===== config.mk =====
export PLATFORM = sky130hd
export DESIGN_NAME = scda_delay_adjust
export DESIGN_NICKNAME = d
export VERILOG_FILES = /design/src/core/scda_delay_adjust.v
export VERILOG_INCLUDE_DIRS = /design/src /design/src/core
export SDC_FILE = /design/constraint.sdc
export NUM_CORES = 1
export LEC_CHECK = 0
export BUFFER_PORTS_ARGS = -buffer_cell sky130_fd_sc_hd__buf_4
export CAP_MARGIN = 10
export CORE_UTILIZATION = 56
export DETAILED_ROUTE_END_ITERATION = 10
export MAX_ROUTING_LAYER = met4
export PLACE_DENSITY = 0.79
export SYNTH_ARGS = -nofsm -noshare
export SYNTH_HDL_FRONTEND = slang
export SYNTH_SLANG_ARGS = --single-unit

===== constraint.sdc =====
create_clock -name clk_sys -period 3.7 [get_ports clk_sys]
set_input_delay 0.555 -clock clk_sys [delete_from_list [all_inputs] [get_ports clk_sys]]
set_output_delay 0.555 -clock clk_sys [all_outputs]
set_load 0.02 [all_outputs]

===== src/core/scda_regs.vh =====
// Register map and timing constants for the sampling clock delay adjust block.
// Assumes 24-bit register port addressed by the printed register offsets.
`ifndef SCDA_REGS_VH
`define SCDA_REGS_VH
`define SCDA_ADDR_W 12
`define SCDA_RESULT_OFS 12'h2b2
`define SCDA_MANUAL_OFS 12'h2b5
`define SCDA_DELAY_W 17
`define SCDA_INV_BIT 16
`define SCDA_COARSE_HI 15
`define SCDA_COARSE_LO 8
`define SCDA_FINE_HI 7
`define SCDA_FINE_LO 0
`define SCDA_DONE_BIT 17
`define SCDA_REG_W 24
`define SCDA_MANUAL_RST 17'h00000
`define SCDA_RAMP_PERIOD 384
`define SCDA_RAMP_LAST 9'd383
`define SCDA_RAMP_CNT_W 9
`define SCDA_STEP_SLOW 8'h01
`define SCDA_STEP_FAST 8'h04
`define SCDA_APPLY_MAX 1536
`define SCDA_APPLY_WAIT 11'd1024
`define SCDA_APPLY_CNT_W 11
`define SCDA_CAL_TIME 16'h0100
`define SCDA_CAL_CNT_W 16
`endif


===== src/core/scda_delay_adjust.v =====
// Sampling clock delay adjust: manual delay register, calibration status and
// the applied invert/coarse/fine setting. Assumes all inputs are on clk_sys.
`timescale 1ns/10ps
`include "scda_regs.vh"

module scda_delay_adjust (
	input wire clk_sys,
	input wire rst,
	input wire clk_en,
	input wire [`SCDA_ADDR_W-1:0] reg_addr,
	input wire reg_wr,
	input wire [`SCDA_REG_W-1:0] reg_wdata,
	output reg [`SCDA_REG_W-1:0] reg_rdata,
	input wire ref_cal_enable,
	input wire ramp_enable,
	input wire ramp_fast,
	input wire cal_delay_valid,
	input wire [`SCDA_DELAY_W-1:0] cal_delay_in,
	output reg cal_start,
	output reg clock_invert_out,
	output reg [7:0] coarse_delay_out,
	output reg [7:0] fine_delay_out
);
	localparam ST_IDLE = 2'd0;
	localparam ST_RUN = 2'd1;
	localparam ST_DONE = 2'd2;

	reg [`SCDA_DELAY_W-1:0] manual_q;
	reg [`SCDA_DELAY_W-1:0] result_q;
	reg [1:0] state_q;
	reg en_prev_q;
	reg [`SCDA_CAL_CNT_W-1:0] cal_cnt_q;
	reg [7:0] applied_coarse_q;
	reg [`SCDA_RAMP_CNT_W-1:0] ramp_cnt_q;
	reg [`SCDA_APPLY_CNT_W-1:0] apply_cnt_q;
	reg apply_pend_q;
	reg [1:0] state_d;
	reg [`SCDA_CAL_CNT_W-1:0] cal_cnt_d;
	reg [`SCDA_DELAY_W-1:0] result_d;
	reg [7:0] ramp_next_d;
	reg out_inv_d;
	reg [7:0] out_coarse_d;
	reg [7:0] out_fine_d;

	wire manual_wr = reg_wr && (reg_addr == `SCDA_MANUAL_OFS);
	wire cal_rise = ref_cal_enable && !en_prev_q;
	wire cal_done_flag = ref_cal_enable && (state_q == ST_DONE);
	wire [7:0] target_coarse = manual_q[`SCDA_COARSE_HI:`SCDA_COARSE_LO];
	wire [7:0] step = ramp_fast ? `SCDA_STEP_FAST : `SCDA_STEP_SLOW;
	wire [7:0] diff_up = target_coarse - applied_coarse_q;
	wire [7:0] diff_dn = applied_coarse_q - target_coarse;

	// Register write port
	always @(posedge clk_sys or posedge rst) begin
		if (rst) begin
			manual_q <= `SCDA_MANUAL_RST;
		end else if (clk_en && manual_wr) begin
			manual_q <= reg_wdata[`SCDA_DELAY_W-1:0];
		end
	end

	// Calibration sequencer next state: restarts on enable rising edge
	always @* begin
		state_d = state_q;
		cal_cnt_d = cal_cnt_q;
		result_d = result_q;
		case (state_q)
		ST_IDLE: begin
			if (cal_rise) begin
				state_d = ST_RUN;
				cal_cnt_d = {`SCDA_CAL_CNT_W{1'b0}};
			end
		end
		ST_RUN: begin
			if (!ref_cal_enable) begin
				state_d = ST_IDLE;
			end else if (cal_delay_valid) begin
				result_d = cal_delay_in;
				state_d = ST_DONE;
			end else if (cal_cnt_q == `SCDA_CAL_TIME) begin
				// Engine silent: finish on the previous result
				state_d = ST_DONE;
			end else begin
				cal_cnt_d = cal_cnt_q + 1'b1;
			end
		end
		ST_DONE: begin
			if (!ref_cal_enable) begin
				state_d = ST_IDLE;
			end
		end
		default: begin
			state_d = ST_IDLE;
		end
		endcase
	end

	// Calibration sequencer registers
	always @(posedge clk_sys or posedge rst) begin
		if (rst) begin
			state_q <= ST_IDLE;
			en_prev_q <= 1'b0;
			cal_cnt_q <= {`SCDA_CAL_CNT_W{1'b0}};
			result_q <= {`SCDA_DELAY_W{1'b0}};
			cal_start <= 1'b0;
		end else if (clk_en) begin
			en_prev_q <= ref_cal_enable;
			cal_start <= cal_rise;
			state_q <= state_d;
			cal_cnt_q <= cal_cnt_d;
			result_q <= result_d;
		end
	end

	// Next ramp position, clamped so the target is never overshot
	always @* begin
		ramp_next_d = applied_coarse_q;
		if (target_coarse > applied_coarse_q) begin
			if (diff_up < step) begin
				ramp_next_d = target_coarse;
			end else begin
				ramp_next_d = applied_coarse_q + step;
			end
		end else if (target_coarse < applied_coarse_q) begin
			if (diff_dn < step) begin
				ramp_next_d = target_coarse;
			end else begin
				ramp_next_d = applied_coarse_q - step;
			end
		end
	end

	// Applied coarse: ramped or delayed update
	always @(posedge clk_sys or posedge rst) begin
		if (rst) begin
			applied_coarse_q <= 8'h00;
			ramp_cnt_q <= {`SCDA_RAMP_CNT_W{1'b0}};
			apply_cnt_q <= {`SCDA_APPLY_CNT_W{1'b0}};
			apply_pend_q <= 1'b0;
		end else if (clk_en) begin
			if (ramp_enable) begin
				apply_pend_q <= 1'b0;
				if (ramp_cnt_q == `SCDA_RAMP_LAST) begin
					ramp_cnt_q <= {`SCDA_RAMP_CNT_W{1'b0}};
					applied_coarse_q <= ramp_next_d;
				end else begin
					ramp_cnt_q <= ramp_cnt_q + 1'b1;
				end
			end else begin
				ramp_cnt_q <= {`SCDA_RAMP_CNT_W{1'b0}};
				if (manual_wr) begin
					apply_pend_q <= 1'b1;
					apply_cnt_q <= {`SCDA_APPLY_CNT_W{1'b0}};
				end else if (apply_pend_q) begin
					if (apply_cnt_q == `SCDA_APPLY_WAIT) begin
						applied_coarse_q <= target_coarse;
						apply_pend_q <= 1'b0;
					end else begin
						apply_cnt_q <= apply_cnt_q + 1'b1;
					end
				end else begin
					applied_coarse_q <= target_coarse;
				end
			end
		end
	end

	// Source select: calibration result overrides the manual register
	always @* begin
		if (ref_cal_enable) begin
			out_inv_d = result_q[`SCDA_INV_BIT];
			out_coarse_d = result_q[`SCDA_COARSE_HI:`SCDA_COARSE_LO];
			out_fine_d = result_q[`SCDA_FINE_HI:`SCDA_FINE_LO];
		end else begin
			out_inv_d = manual_q[`SCDA_INV_BIT];
			out_coarse_d = applied_coarse_q;
			out_fine_d = manual_q[`SCDA_FINE_HI:`SCDA_FINE_LO];
		end
	end

	// Applied delay outputs, registered so the delay line sees clean steps
	always @(posedge clk_sys or posedge rst) begin
		if (rst) begin
			clock_invert_out <= 1'b0;
			coarse_delay_out <= 8'h00;
			fine_delay_out <= 8'h00;
		end else if (clk_en) begin
			clock_invert_out <= out_inv_d;
			coarse_delay_out <= out_coarse_d;
			fine_delay_out <= out_fine_d;
		end
	end

	// Read mux, reserved bits zero
	always @* begin
		reg_rdata = {`SCDA_REG_W{1'b0}};
		if (reg_addr == `SCDA_RESULT_OFS) begin
			reg_rdata = {6'h00, cal_done_flag, result_q};
		end else if (reg_addr == `SCDA_MANUAL_OFS) begin
			reg_rdata = {7'h00, manual_q};
		end
	end
endmodule // scda_delay_adjust


# Word level (Yosys, flattened, before mapping)
# Cells that the tools add are included.
word_totals:
  reg_bits: 100
  word_cells: 91
classes:
  n_addsub: 7
  n_lt_le_gt_ge: 4
  eq_ne: 18
  muxes: 35
  n_bitwise: 1
  reduce_logical: 13
ops:
  columns: ["cell", "count"]
  rows:
  - ["8-bit 2-to-1 mux", 11]
  - ["16-bit 2-to-1 mux", 4]
  - ["11-bit 2-to-1 mux", 3]
  - ["16-bit case mux with 2 select lines", 1]
  - ["12-bit by 10-bit equality test with 1-bit output, second input constant", 2]
  - ["18-bit 2-to-1 mux", 1]
  - ["9-bit 2-to-1 mux", 2]
  - ["17-bit 2-to-1 mux", 1]
  - ["16-bit by 1-bit adder with 16-bit output, second input constant", 1]
  - ["16-bit by 9-bit equality test with 1-bit output, second input constant", 1]
  - ["8-bit by 3-bit less-than comparator with 1-bit output", 2]
  - ["8-bit subtractor", 2]
  - ["2-bit != test, second input constant", 7]
  - ["4-bit AND reduction", 3]
  - ["11-bit by 1-bit adder with 11-bit output, second input constant", 1]
  - ["11-bit equality test, second input constant", 1]
  - ["2-bit 2-to-1 mux", 5]
  - ["9-bit by 1-bit adder with 9-bit output, second input constant", 1]
  - ["9-bit equality test, second input constant", 1]
  - ["8-bit by 3-bit adder with 8-bit output", 1]
  - ["8-bit > comparator", 1]
  - ["8-bit less-than comparator", 1]
  - ["8-bit by 3-bit subtractor with 8-bit output", 1]
  - ["2-bit case mux with 3 select lines", 1]
  - ["15 further kinds", 23]

# Longest topological paths before layout
depth:
  word_depth: 7
  mapped_depth: 11

# Worst setup path after synthesis
# Ideal clock, no wire load.
synth_timing:
  kind: "flip-flop to flip-flop"
  startpoint: "register manual_q[8]"
  endpoint: "register applied_coarse_q[3]"
  arrival_ns: 3.194
  t_required_ns: 3.635
  path_slack_ns: 0.441
  stages_incl_launch_ff: 12
  path_buffers: 0
  period_less_slack_ns: 3.259
  cell_sequence: "dfrtp_1 -> inv_1 -> ha_1 -> fa_1 -> xnor2_1 -> ha_1 -> a221o_1 -> or4_4 -> a221oi_4 -> a211oi_4 -> a2111oi_0 -> o22a_1"
synth_via:
  elab_chain_cells: 7
synth_rtl:
  columns: ["item", "line", "rtl"]
  rows:
  - ["from (decl)", "scda_delay_adjust.v:28", "reg [`SCDA_DELAY_W-1:0] manual_q;"]
  - ["from (signal assigned)", "scda_delay_adjust.v:56", "manual_q <= `SCDA_MANUAL_RST;"]
  - ["from (signal assigned)", "scda_delay_adjust.v:58", "manual_q <= reg_wdata[`SCDA_DELAY_W-1:0];"]
  - ["8-bit subtractor", "scda_delay_adjust.v:51", "wire [7:0] diff_dn = applied_coarse_q - target_coarse;"]
  - ["8-bit by 3-bit less-than comparator with 1-bit output", "scda_delay_adjust.v:125", "if (diff_dn < step) begin"]
  - ["8-bit 2-to-1 mux", "scda_delay_adjust.v:125", null]
  - ["8-bit 2-to-1 mux", "scda_delay_adjust.v:124", "end else if (target_coarse < applied_coarse_q) begin"]
  - ["8-bit 2-to-1 mux", "scda_delay_adjust.v:118", "if (target_coarse > applied_coarse_q) begin"]
  - ["8-bit 2-to-1 mux", "scda_delay_adjust.v:143", "if (ramp_cnt_q == `SCDA_RAMP_LAST) begin"]
  - ["8-bit 2-to-1 mux", "scda_delay_adjust.v:141", "if (ramp_enable) begin"]
  - ["to (signal assigned)", "scda_delay_adjust.v:145", "applied_coarse_q <= ramp_next_d;"]
  - ["to (signal assigned)", "scda_delay_adjust.v:156", "applied_coarse_q <= target_coarse;"]
  - ["to (signal assigned)", "scda_delay_adjust.v:162", "applied_coarse_q <= target_coarse;"]
  - ["to (decl)", "scda_delay_adjust.v:33", "reg [7:0] applied_coarse_q;"]
# Parallel ways exist; a longest one is shown, timed or not. The select of a mux whose other input is x is not followed.
# A chain may end at the register's enable or synchronous reset.

# Worst setup path after layout
layout_timing:
  startpoint: "register applied_coarse_q[0]"
  endpoint: "register applied_coarse_q[5]"
layout_via:
  elab_chain_cells: 7
layout_rtl:
  columns: ["item", "line"]
  rows:
  - ["8-bit subtractor", "scda_delay_adjust.v:51"]
  - ["8-bit by 3-bit less-than comparator with 1-bit output", "scda_delay_adjust.v:125"]
  - ["8-bit 2-to-1 mux", "scda_delay_adjust.v:125"]
  - ["8-bit 2-to-1 mux", "scda_delay_adjust.v:124"]
  - ["8-bit 2-to-1 mux", "scda_delay_adjust.v:118"]
  - ["8-bit 2-to-1 mux", "scda_delay_adjust.v:143"]
  - ["8-bit 2-to-1 mux", "scda_delay_adjust.v:141"]
# Parallel ways exist; a longest one is shown, timed or not. The select of a mux whose other input is x is not followed.

==> results.py <==
metrics = {
    "pwr": {
        "power_mw": 3.41,
        "power_density_nw_per_um2": 472,
        "leakage_nw": 3.30,
        "ir_worst_vdd_mv": 0.300,
    },
    "sta": {
        "fin_setup_tns_ns": 0,
        "finalWorstSetupSlack_ns": 0.158,
        "slew_headroom_pct": 33.8,
        "finalHoldViolations": 0,
        "fin_skew_ns": 0.0125,
        "grt_setup_unrepaired": "true",
        "min_period_over_period_pct": 95.7,
        "fmax_mhz": 282,
        "setup_violations": 0,
        "period_needed_ns": 3.54,
        "slew_viol_final": 0,
        "whs_ns": 0.391,
        "tightestPinTransition_ns": 0.993,
    },
    "yosys": {
        "synth.avg_cell_area_um2": 9.70,
        "async_flop_share_pct": 100,
        "synth_edf_count": 0,
        "syn_inst": 635,
        "synth-seq-cells": 100,
        "yosysUniqueCellTypes": 74,
        "yosysTopAreaCell": "dfrtp_1",
        "synth_most_common_cell": "dfrtp_1",
        "yosysWarnings": 0,
        "synth_top_area_share_pct": 40.6,
        "netlist_top_cells_area": "dfrtp_1 41%, mux2_2 6.4%, ha_1 5.7%",
        "ys.flop_type": "dfrtp_1",
        "synthTopCellsByCount": "100 x dfrtp_1, 45 x nor2_1, 43 x a21oi_1, 42 x inv_1, 37 x o21ai_0",
        "syn_area_um2": 6160,
        "ys_seq_area_share_pct": 40.6,
    },
    "finish": {
        "area_growth_syn_to_layout_pct": 17.3,
        "fin_cells": 868,
        "nets": 818,
        "drive_above_1_share_pct": 23.6,
        "antenna_cells": 0,
        "fin_util_pct": 68.7,
        "finalInstanceArea_um2": 7220,
    },
    "setup_path": {
        "critPathMostFrequentCell": "ha_1",
        "cp-end-kind": "flip-flop",
        "cp_max_fo": 8,
        "cpPeakStageDelay_ns": 0.49,
        "critPathLaunchType": "flip-flop",
        "cp_cell_sequence": "ha_1 > fa_1 > xnor2_1 > ha_1 > a221o_1 > or4_4 > a221oi_4 > a211oi_4 > a2111oi_0 > o22a_1",
        "crit_slowest_cell": "or4_4",
        "crit_type": "flip-flop to flip-flop",
        "worst_ep_required_time_ns": 4.01,
        "rrSetupSlack_ns": 0.16,
        "worstPathArrival_ns": 3.85,
    },
    "clock_network": {
        "clkLatencyLatePin_ns": 0.38,
        "numClockSinks": 100,
        "path_clk_slew_ns": 0.10,
        "cts_root_buffer": "clkbuf_8",
        "htreeDepth": 3,
        "numCtsBuffers": 9,
        "cts_tree": "built",
        "clockBufferDepth": 2,
        "cts_setup_buffers": 0,
    },
    "worst_hold_path": {
        "min_path_type": "input pin to asynchronous set/reset pin",
    },
    "global_routing": {
        "overflow": 0,
        "grt_pass1_wl_mm": 24.6,
        "antenna_found_initial": 0,
        "track_usage_pct": 28.3,
        "grt_max_degree": 83,
        "grt_pass1_vias": 5090,
    },
    "detailed_routing": {
        "drcViolationCount": 0,
        "wl_mm": 15.4,
        "drt_pass1_iterations": 7,
        "post_drt_wl_per_cell_um": 17.7,
        "vias": 5279,
        "drt_iter0_markers": 385,
        "ant_nets": 0,
        "routed_via_density": 6.08,
    },
    "placement": {
        "port_buffers": 89,
        "placedCellCount": 852,
        "place_congestion": 0.949,
        "placed_area_um2": 6990,
        "place_ws_ns": 0.156,
        "place_hpwl_mm": 11.2,
    },
    "floorplan": {
        "die_h_um": 107,
        "dieWidth_um": 107,
        "die-area_um2": 11400,
        "num_io_pins": 103,
        "core-area_um2": 10500,
        "core.rowCount": 37,
        "start_util_pct": 58.6,
    },
    "status": {
        "status": "finished, final reports clean",
    },
    "run": {
        "maxCapViolCount": 0,
    },
}
## worst max-delay path: cells and delay by family, from the launching register on
family | cells | cell delay, ns
AND/OR/NAND/NOR | 1 | 0.49
flip-flops | 1 | 0.45
AO/OA/AOI/OAI | 5 | 1.44
XOR/XNOR | 1 | 0.15
adder cells (fa/ha/maj) | 3 | 0.96
## path summary, 6_finish.rpt
kind | start | end | depth (start not counted)
setup / recovery | applied_coarse_q[0]$_DFFE_PP0P_ | applied_coarse_q[5]$_DFFE_PP0P_ | 10
hold / removal | rst | apply_cnt_q[1]$_DFFE_PP0P_ | 2
setup reg to reg | applied_coarse_q[0]$_DFFE_PP0P_ | applied_coarse_q[5]$_DFFE_PP0P_ | 10
hold reg to reg | ramp_cnt_q[8]$_DFFE_PP0P_ | ramp_cnt_q[8]$_DFFE_PP0P_ | 1
max in group asynchronous | rst | manual_q[14]$_DFFE_PP0P_ | 3
min in group clk_sys | reg_wdata[6] | manual_q[6]$_DFFE_PP0P_ | 2
## area by class of cell
type	count	area (um^2)
Multi-Input combinational cell	470	3380
Timing Repair Buffer	104	781
Inverter	42	160
Sequential cell	100	2500
Fill cell	800	3280
Clock inverter	6	91.3
Clock buffer	10	138
Tap cell	136	170
## layout by cell type (no fill, tap or decap), types with 16 or more instances in the layout
cell type	Yosys	final
inv_1	42	41
buf_4	7	104
o21ai_0	37	36
ha_1	28	28
mux2_2	35	35
a21oi_1	43	43
nand2_1	34	34
mux2i_1	22	22
nand3_1	27	27
dfrtp_1	100	100
nor2_1	45	45
xnor2_1	16	16
a22o_1	17	17
## sequential cells by signal, summed over array words and instances (netlist names)
register and count:
result_q 17, fine_delay_out 8, cal_cnt_q 16, apply_cnt_q 11, applied_coarse_q 8, clock_invert_out 1, state_q 2, ramp_cnt_q 9
apply_pend_q 1, manual_q 17, cal_start 1, coarse_delay_out 8, en_prev_q 1
## repair_timing
| action | CTS | global route |
|---|---|---|
| hold buffers | 0 | 0 |
| setup endpoints to repair | 0 | 4 |
| gates resized for setup | 0 | 3 |
| endpoints found under the hold margin | 0 | 0 |
## where the power goes
group / leakage (nW) / switching (mW) / internal, mW / total [mW]
Clock: 0.118 / 0.395 / 0.406 / 0.801
Combinational: 1.88 / 0.633 / 0.524 / 1.16
Sequential: 1.30 / 0.170 / 1.28 / 1.45
## logic make-up (layout without fill, tap and decap cells)
group	Yosys count	after routing	share of synthesized area (%)
buffers and inverters	70	162	4.84
XOR/XNOR	18	18	2.56
AND/OR/NAND/NOR	193	193	16.7
multiplexers	57	57	9.98
adder cells (fa/ha/maj)	30	30	6.34
other	1	6	0.0609
flip-flops	100	100	40.6
AO/OA/AOI/OAI	166	166	18.9
## metal layers
metal	global-route usage (%)	up-vias	wire length (um)
met4	10.1	0	291
met3	5.41	26	907
met1	34.3	2558	6390
met5	-	-	0
li1	-	2506	-
met2	47.3	189	7770
Power figures use the tool's default switching activity.
